[src/hw/sac_pkg.sv]
// constants, register map and state codes of the converter control block
package sac_pkg;

  // printed register offsets are register indices; byte address is four times the index
  localparam logic [15:0] MODE_IDX   = 16'hffbc;
  localparam logic [15:0] RESULT_IDX = 16'hffbd;
  localparam logic [15:0] START_IDX  = 16'hffbe;
  localparam logic [15:0] PIN_IDX    = 16'hffef;
  localparam logic [15:0] REQ_IDX    = 16'hfff3;
  localparam logic [15:0] EN_IDX     = 16'hfff4;

  localparam logic [31:0] MODE_ADDR   = {14'h0000, MODE_IDX, 2'b00};
  localparam logic [31:0] RESULT_ADDR = {14'h0000, RESULT_IDX, 2'b00};
  localparam logic [31:0] START_ADDR  = {14'h0000, START_IDX, 2'b00};
  localparam logic [31:0] PIN_ADDR    = {14'h0000, PIN_IDX, 2'b00};
  localparam logic [31:0] REQ_ADDR    = {14'h0000, REQ_IDX, 2'b00};
  localparam logic [31:0] EN_ADDR     = {14'h0000, EN_IDX, 2'b00};

  // field positions
  localparam int unsigned SPEED_BIT = 7;
  localparam int unsigned CH_MSB    = 2;
  localparam int unsigned CH_LSB    = 0;
  localparam int unsigned RUN_BIT   = 7;
  localparam int unsigned REQ_BIT   = 0;
  localparam int unsigned EN_BIT    = 0;

  // reset values and bits that always read one
  localparam logic [7:0] MODE_RST       = 8'h78;
  localparam logic [7:0] START_RST      = 8'h7f;
  localparam logic [7:0] PIN_RST        = 8'h00;
  localparam logic [7:0] MODE_ONES      = 8'h78;
  localparam logic [7:0] START_ONES     = 8'h7f;
  localparam logic       REQ_RST        = 1'b0;
  localparam logic       EN_RST         = 1'b0;

  // conversion timing in system clock cycles
  localparam int unsigned SLOW_PERIOD_CYC = 62;
  localparam int unsigned FAST_PERIOD_CYC = 31;
  localparam int unsigned SLOW_DIV        = SLOW_PERIOD_CYC / FAST_PERIOD_CYC;
  localparam int unsigned CONV_UNITS      = FAST_PERIOD_CYC;
  localparam int unsigned SAMPLE_UNITS    = 7;
  localparam int unsigned BIT_UNITS       = 3;
  localparam int unsigned RESULT_BITS     = 8;

  typedef enum logic [2:0] {
    ST_IDLE   = 3'b001,
    ST_SAMPLE = 3'b010,
    ST_CONV   = 3'b100
  } sac_state_t;

endpackage

[src/hw/sac_sar_reg.sv]
// successive-approximation register: trial code and bit pointer
`timescale 1ns/100ps
module sac_sar_reg #(
  parameter int unsigned WIDTH = 8
) (
  input  wire logic             clk_i,
  input  wire logic             rst_i,
  input  wire logic             load_i,
  input  wire logic             decide_i,
  input  wire logic             comp_i,
  output logic      [WIDTH-1:0] code_o,
  output logic      [WIDTH-1:0] resolved_o
);

  if (WIDTH < 2) begin : g_chk
    $error("sac_sar_reg: WIDTH must be at least 2");
  end

  typedef struct packed {
    logic [WIDTH-1:0] code;
    logic [WIDTH-1:0] ptr;
  } sac_sar_t;

  localparam logic [WIDTH-1:0] MSB_ONE = {1'b1, {(WIDTH-1){1'b0}}};

  sac_sar_t r;
  sac_sar_t next_r;
  logic [WIDTH-1:0] resolved;

  always_comb begin
    next_r = r;
    // keep the trial bit when the input is at or above the trial level
    resolved = comp_i ? r.code : (r.code & ~r.ptr);
    if (rst_i) begin
      next_r.code = '0;
      next_r.ptr  = '0;
    end else if (load_i) begin
      next_r.code = MSB_ONE;
      next_r.ptr  = MSB_ONE;
    end else if (decide_i) begin
      next_r.code = resolved | (r.ptr >> 1);
      next_r.ptr  = r.ptr >> 1;
    end
  end

  always_ff @(posedge clk_i) begin
    r <= next_r;
  end

  assign code_o     = r.code;
  assign resolved_o = resolved;

endmodule

[src/hw/sac_adc_ctrl.sv]
// converter control: register file on ahb-lite, conversion sequencer, pin select
// Operation
// - resolve selected input by successive approximation into an 8-bit unsigned code
// - result register readable anytime, value undefined during conversion
// - stored result unchanged until the next conversion completes
// - reset leaves the result register untouched
// - mode register resets to 78h: speed and channel cleared, bits 6-3 one
// - speed bit 0 gives 62 cycles, 1 gives 31 cycles per conversion
// - 3-bit channel field selects input 0 to 7, reset selects input 0
// - reserved mode and start bits read one, ignore writes; start resets 7fh
// - writing 1 to run flag starts; flag reads 1 throughout conversion
// - on completion load result and clear run flag in the same cycle
// - writing 0 to run flag stops; flag 0 means idle
// - completion sets the conversion-done request bit
// - interrupt raised only while the done enable bit is 1
// - write-only pin select: 0 digital input, 1 analog input per pin
// - pin select resets to 00h, all pins digital
`timescale 1ns/100ps
module sac_adc_ctrl (
  input  wire logic        clk_i,
  input  wire logic        rst_i,
  input  wire logic        hsel_i,
  input  wire logic [31:0] haddr_i,
  input  wire logic [1:0]  htrans_i,
  input  wire logic        hwrite_i,
  input  wire logic [2:0]  hsize_i,
  input  wire logic [31:0] hwdata_i,
  input  wire logic        hready_i,
  output logic      [31:0] hrdata_o,
  output logic             hreadyout_o,
  output logic             hresp_o,
  input  wire logic        comp_i,
  output logic             sample_hold_o,
  output logic      [7:0]  dac_code_o,
  output logic      [2:0]  channel_o,
  output logic      [7:0]  analog_pin_enable_bits_o,
  output logic             conversion_done_request_o,
  output logic             conversion_done_irq_o
);

  typedef struct packed {
    sac_pkg::sac_state_t st;
    logic                conversion_run_flag;
    logic                conversion_speed_select;
    logic [2:0]          channel_select_field;
    logic [7:0]          analog_pin_enable_bits;
    logic [7:0]          result_bits;
    logic                conversion_done_request;
    logic                conversion_done_enable;
    logic [4:0]          unit;
    logic                sub;
    logic [1:0]          step;
    logic                wr_pend;
    logic                rd_pend;
    logic [31:0]         addr_q;
    logic [31:0]         rdata;
    logic                comp_s1;
    logic                comp_s2;
    logic [5:0]          run_cnt;
    logic                result_valid;
  } sac_regs_t;

  localparam logic [4:0] LAST_SAMPLE = 5'(sac_pkg::SAMPLE_UNITS - 1);
  localparam logic [4:0] LAST_UNIT   = 5'(sac_pkg::CONV_UNITS - 1);
  localparam logic [1:0] LAST_STEP   = 2'(sac_pkg::BIT_UNITS - 1);
  localparam logic [5:0] FAST_LAST   = 6'(sac_pkg::FAST_PERIOD_CYC - 1);
  localparam logic [5:0] SLOW_LAST   = 6'(sac_pkg::SLOW_PERIOD_CYC - 1);

  if (sac_pkg::SLOW_DIV != 2 || sac_pkg::RESULT_BITS * sac_pkg::BIT_UNITS
      + sac_pkg::SAMPLE_UNITS != sac_pkg::CONV_UNITS) begin : g_chk
    $error("sac_adc_ctrl: conversion schedule does not fit the period");
  end

  sac_regs_t r;
  sac_regs_t next_r;
  logic      sar_load;
  logic      sar_decide;
  logic      unit_end;
  logic      complete;
  logic      start_wr;
  logic      stop_wr;
  logic [7:0] sar_code;
  logic [7:0] sar_resolved;

  // read value of one register word
  function automatic logic [31:0] read_word(input logic [31:0] a, input sac_regs_t s);
    logic [31:0] w;
    w = 32'h0000_0000;
    case (a)
      sac_pkg::MODE_ADDR: begin
        w[7:0] = sac_pkg::MODE_ONES;
        w[sac_pkg::SPEED_BIT] = s.conversion_speed_select;
        w[sac_pkg::CH_MSB:sac_pkg::CH_LSB] = s.channel_select_field;
      end
      sac_pkg::START_ADDR: begin
        w[7:0] = sac_pkg::START_ONES;
        w[sac_pkg::RUN_BIT] = s.conversion_run_flag;
      end
      sac_pkg::RESULT_ADDR: w[7:0] = s.result_bits;
      sac_pkg::REQ_ADDR: w[sac_pkg::REQ_BIT] = s.conversion_done_request;
      sac_pkg::EN_ADDR: w[sac_pkg::EN_BIT] = s.conversion_done_enable;
      default: w = 32'h0000_0000; // pin select is write-only, unmapped reads zero
    endcase
    return w;
  endfunction

  always_comb begin
    next_r     = r;
    sar_load   = 1'b0;
    sar_decide = 1'b0;
    complete   = 1'b0;
    start_wr   = 1'b0;
    stop_wr    = 1'b0;
    unit_end   = r.conversion_speed_select ? 1'b1 : r.sub;

    next_r.comp_s1 = comp_i;
    next_r.comp_s2 = r.comp_s1;

    // address phase
    if (hsel_i && hready_i && htrans_i[1]) begin
      next_r.wr_pend = hwrite_i;
      next_r.rd_pend = !hwrite_i;
      next_r.addr_q  = haddr_i;
      if (!hwrite_i) begin
        next_r.rdata = read_word(haddr_i, r);
      end
    end else begin
      next_r.wr_pend = 1'b0;
      next_r.rd_pend = 1'b0;
    end

    // data phase writes; reserved bits have no storage
    if (r.wr_pend) begin
      case (r.addr_q)
        sac_pkg::MODE_ADDR: begin
          next_r.conversion_speed_select = hwdata_i[sac_pkg::SPEED_BIT];
          next_r.channel_select_field    = hwdata_i[sac_pkg::CH_MSB:sac_pkg::CH_LSB];
        end
        sac_pkg::START_ADDR: begin
          start_wr = hwdata_i[sac_pkg::RUN_BIT];
          stop_wr  = !hwdata_i[sac_pkg::RUN_BIT];
        end
        sac_pkg::PIN_ADDR: next_r.analog_pin_enable_bits = hwdata_i[7:0];
        sac_pkg::REQ_ADDR: begin
          if (!hwdata_i[sac_pkg::REQ_BIT]) begin
            next_r.conversion_done_request = 1'b0;
          end
        end
        sac_pkg::EN_ADDR: next_r.conversion_done_enable = hwdata_i[sac_pkg::EN_BIT];
        default: next_r.wr_pend = next_r.wr_pend;
      endcase
    end

    // sequencer
    if (r.conversion_run_flag) begin
      next_r.run_cnt = r.run_cnt + 6'd1;
    end
    if (r.st != sac_pkg::ST_IDLE) begin
      next_r.sub = r.conversion_speed_select ? 1'b0 : ~r.sub;
      if (unit_end) begin
        next_r.unit = r.unit + 5'd1;
      end
    end
    case (r.st)
      sac_pkg::ST_IDLE: begin
        next_r.unit = 5'd0;
      end
      sac_pkg::ST_SAMPLE: begin
        if (unit_end && r.unit == LAST_SAMPLE) begin
          next_r.st   = sac_pkg::ST_CONV;
          next_r.step = 2'd0;
        end
      end
      sac_pkg::ST_CONV: begin
        if (unit_end) begin
          if (r.step == LAST_STEP) begin
            next_r.step = 2'd0;
            sar_decide  = 1'b1;
          end else begin
            next_r.step = r.step + 2'd1;
          end
          if (r.unit == LAST_UNIT) begin
            complete                       = 1'b1;
            next_r.st                      = sac_pkg::ST_IDLE;
            next_r.conversion_run_flag     = 1'b0;
            next_r.result_bits             = sar_resolved;
            next_r.result_valid            = 1'b1;
            next_r.conversion_done_request = 1'b1;
          end
        end
      end
      default: begin
        next_r.st                  = sac_pkg::ST_IDLE;
        next_r.conversion_run_flag = 1'b0;
      end
    endcase

    // software start overrides the sequencer; stop applies only if no conversion completes in the same cycle
    if (start_wr) begin
      next_r.st                  = sac_pkg::ST_SAMPLE;
      next_r.conversion_run_flag = 1'b1;
      next_r.unit                = 5'd0;
      next_r.sub                 = 1'b0;
      next_r.step                = 2'd0;
      next_r.run_cnt             = 6'd0;
      sar_load                   = 1'b1;
    end else if (stop_wr && !complete) begin
      next_r.st                  = sac_pkg::ST_IDLE;
      next_r.conversion_run_flag = 1'b0;
    end

    // synchronous reset; result register keeps its content
    if (rst_i) begin
      next_r.st                      = sac_pkg::ST_IDLE;
      next_r.conversion_run_flag     = sac_pkg::START_RST[sac_pkg::RUN_BIT];
      next_r.conversion_speed_select = sac_pkg::MODE_RST[sac_pkg::SPEED_BIT];
      next_r.channel_select_field    = sac_pkg::MODE_RST[sac_pkg::CH_MSB:sac_pkg::CH_LSB];
      next_r.analog_pin_enable_bits  = sac_pkg::PIN_RST;
      next_r.result_bits             = r.result_bits;
      next_r.conversion_done_request = sac_pkg::REQ_RST;
      next_r.conversion_done_enable  = sac_pkg::EN_RST;
      next_r.unit                    = 5'd0;
      next_r.sub                     = 1'b0;
      next_r.step                    = 2'd0;
      next_r.wr_pend                 = 1'b0;
      next_r.rd_pend                 = 1'b0;
      next_r.addr_q                  = 32'h0000_0000;
      next_r.rdata                   = 32'h0000_0000;
      next_r.run_cnt                 = 6'd0;
      next_r.result_valid            = 1'b0;
      sar_load                       = 1'b0;
      sar_decide                     = 1'b0;
    end
  end

  always_ff @(posedge clk_i) begin
    r <= next_r;
  end

  sac_sar_reg #(
    .WIDTH (sac_pkg::RESULT_BITS)
  ) u_sar (
    .clk_i      (clk_i),
    .rst_i      (rst_i),
    .load_i     (sar_load),
    .decide_i   (sar_decide),
    .comp_i     (r.comp_s2),
    .code_o     (sar_code),
    .resolved_o (sar_resolved)
  );

  assign hrdata_o                  = r.rdata;
  assign hreadyout_o               = 1'b1;
  assign hresp_o                   = 1'b0;
  assign sample_hold_o             = (r.st == sac_pkg::ST_SAMPLE);
  assign dac_code_o                = sar_code;
  assign channel_o                 = r.channel_select_field;
  assign analog_pin_enable_bits_o  = r.analog_pin_enable_bits;
  assign conversion_done_request_o = r.conversion_done_request;
  assign conversion_done_irq_o     = r.conversion_done_request
                                     & r.conversion_done_enable;
endmodule

[config.mk]
export PLATFORM = sky130hd
export DESIGN_NAME = sac_adc_ctrl
export DESIGN_NICKNAME = d
export VERILOG_FILES = /design/src/hw/sac_pkg.sv /design/src/hw/sac_sar_reg.sv /design/src/hw/sac_adc_ctrl.sv
export SDC_FILE = /design/constraint.sdc
export NUM_CORES = 1
export LEC_CHECK = 0
export BUFFER_PORTS_ARGS = -buffer_cell sky130_fd_sc_hd__buf_2
export CAP_MARGIN = 25
export CELL_PAD_IN_SITES_DETAIL_PLACEMENT = 1
export CELL_PAD_IN_SITES_GLOBAL_PLACEMENT = 2
export CORE_ASPECT_RATIO = 0.7
export CORE_MARGIN = 3
export CORE_UTILIZATION = 30
export DETAILED_ROUTE_END_ITERATION = 8
export PLACE_DENSITY_LB_ADDON = 0.1
export SKIP_CTS_REPAIR_TIMING = 1
export SLEW_MARGIN = 10
export SYNTH_ARGS = -nofsm -noshare
export SYNTH_HDL_FRONTEND = slang
export SYNTH_HIERARCHICAL = 1
export SYNTH_SLANG_ARGS = --single-unit
[constraint.sdc]
create_clock -name clk_i -period 3 [get_ports clk_i]
set_input_delay 0.15 -clock clk_i [delete_from_list [all_inputs] [get_ports clk_i]]
set_output_delay 0.15 -clock clk_i [all_outputs]
set_load 0.02 [all_outputs]
==> impl_metrics.tcl <==
set metrics [dict create \
    clkLatencyLatePin_ns 0.34 \
    synthArstFlopShare_pct 0 \
    drt_iter0_drc 165 \
    grt_max_degree 40 \
    initial_utilization_pct 31.3 \
    slew_headroom_pct 44.5 \
    drc 0 \
    hold_viol_final 0 \
    grt_usage_pct 15.8 \
    final_cell_mix "nand2_1, dfxtp_1, buf_2" \
    ir_drop_mv 0.297 \
    cts_sinks 93 \
    grt_pass1_vias 3899 \
    period_share_pct 80.6 \
    synth-seq-cells 93 \
    wl_mm 12.5 \
    hold_path_class "input pin to flip-flop" \
    drtAntennaViolNets 0 \
    worstMarginPinSlew_ns 0.833 \
    synth_edf_count 8 \
    drive_above_1_share_pct 20.7 \
    fmax_ghz 0.414 \
    cap_violations 0 \
    dieArea_mm2 0.0164 \
    fin_skew_ns 0.0117 \
    die_w_um 152 \
    nNetsFinal 637 \
    clk_path_buf_depth 2 \
    synthFlopType "dfxtp_1" \
    synth.avg_cell_area_um2 8.64 \
    start_kind "flip-flop" \
    setup_violations 0 \
    final_common_cell "nand2_1" \
    synthAdderAreaFrac_pct 0.561 \
    vias_per_cell 4.91 \
    muxShareOfSynthArea_pct 0.449 \
    synth_top_family_by_area "simple AND/OR/NAND/NOR gates" \
    fp.dieH_um 108 \
    antenna_found_initial 0 \
    status "completed" \
    rsz0062_at_grt "false" \
    diodes 0 \
    gr-total-overflow 0 \
    grt.busiest_layer "met2" \
    fin_worst_hold_slack_ns 0.0498 \
    critPathKind "flip-flop to flip-flop" \
    wl_per_cell_um 16.6 \
    synthCells 516 \
    min_period_ns 2.42 \
    rows 36 \
    areaGrowthSynthToFinish_pct 13.0 \
    cts-root-buf "clkbuf_16" \
    core_area_mm2 0.0142 \
    met1_usage_pct 23.4 \
    ys_seq_area_share_pct 43.5 \
    path_clk_slew_ns 0.07 \
    synthDominantAreaCellType "dfxtp_1" \
    worstPathArrival_ns 2.66 \
    synth_simple_gate_area_share_pct 24.3 \
    synth-compound-area-share_pct 17.3 \
    cp_max_fo 14 \
    ys_types 63 \
    htree_levels 3 \
    use_met3_pct 3.44 \
    drv_slew 0 \
    cts_tree "done" \
    first_pass_iters 4 \
    ys_top_cells_by_area "dfxtp_1, buf_4, a21oi_1" \
    tns_ns 0 \
    syn_area_mm2 0.00446 \
    synth.top_cell.area_share_pct 38.1 \
    worstPathRequired_ns 3.24 \
    numCtsBuffers 9 \
    worstSetupEndpointType "flip-flop" \
    routed-via-count 3706 \
    synth_xor_area_share_pct 0.785 \
    gp_congestion 0.771 \
    ios 131 \
    io_buffers 76 \
    p_leak_nw 2.02 \
    grt_pass1_wl_mm 20.5 \
    grt_util_met2_pct 23.7 \
    pwr_density_cell_mw_per_mm2 525 \
    synth_warnings 6 \
    dp_hpwl_mm 9.64 \
]
==> through the flow <==
step	utilization [%]	instance area [um2]	instances	total power, W	setup slack (ns)
4_1_cts	35.3	5030	754	0.00269	0.603
3_3_place_gp	33.2	4730	738	0.00153	0.670
3_5_place_dp	33.2	4730	738	0.00153	0.616
2_1_floorplan	-	4550	540	0.00148	0.920
5_1_grt	35.4	5040	755	0.00277	0.388
6_report	35.4	5040	755	0.00264	0.582
==> cell type report <==
class | instances | area [um2]
sequential | 93 | 1940
tap | 190 | 238
fill | 1701 | 9200
multi-input combinational | 353 | 2040
clock buffer | 9 | 225
timing repair buffer | 85 | 450
clock inverter | 7 | 73.8
inverter | 18 | 67.6
==> worst paths after layout <==
check	startpoint	to	slack, ns	cells after the start
worst max-delay path	r[47]$_SDFFE_PP0P_	u_sar/code_o[6]$_SDFFE_PP0P_	0.58	6
worst min-delay path	haddr_i[13]	r[54]$_SDFFE_PP0P_	0.05	3
worst max register to register	r[47]$_SDFFE_PP0P_	u_sar/code_o[6]$_SDFFE_PP0P_	0.58	6
worst min register to register	next_r[7]$_DFF_P_	r[7]$_DFF_P_	0.33	0
==> routing by layer <==
| layer | up-vias | part of all wire, % |
|---|---|---|
| li1 | 1847 | - |
| met1 | 1773 | 53 |
| met2 | 79 | 42 |
| met3 | 7 | 4.8 |
| met4 | 0 | 0.64 |
| met5 | - | 0 |
==> cell families after synthesis <==
group / count (synthesis)
adder cells (fa/ha/maj): 2
XOR/XNOR: 4
AND/OR/NAND/NOR: 194
buffers and inverters: 94
multiplexers: 2
other: 2
flip-flops: 93
AO/OA/AOI/OAI: 125
==> Yosys cell counts, types with 3 or more instances <==
cell type	count
nand4_1	19
nand2_1	86
nor4_1	7
a21oi_1	66
nor4b_2	3
a22o_1	8
inv_1	17
and3_1	4
nor2_1	9
nand2b_1	6
nor4bb_1	4
dfxtp_1	85
o31ai_1	12
xor2_1	3
nand3b_1	4
nor3_1	11
o21ai_0	7
and2_1	4
buf_4	54
nand3_1	9
o21ba_1	8
clkbuf_1	17
edfxtp_1	8
o21ai_1	9
and4_1	4
==> flip-flops by register name, summed over array words and instances (netlist names) <==
register,cells
u_sar/code_o,8
r,56
u_sar/r,8
hrdata_o,8
conversion_done_request_o,1
next_r,1
analog_pin_enable_bits_o,8
channel_o,3
==> critical path: stages (launching register included) <==
cell	delay, ns
dfxtp_1	0.45
nor4bb_1	0.52
and3_1	0.33
and4_1	0.40
and2_1	0.22
or2_4	0.23
o21ba_1	0.17
==> power by group <==
group	switching [W]	leakage [nW]	internal, W
clock network	0.000551	0.148	0.000592
registers	0.0000160	0.762	0.00128
logic	0.000141	1.11	0.0000693
Power figures use the tool's default switching activity.
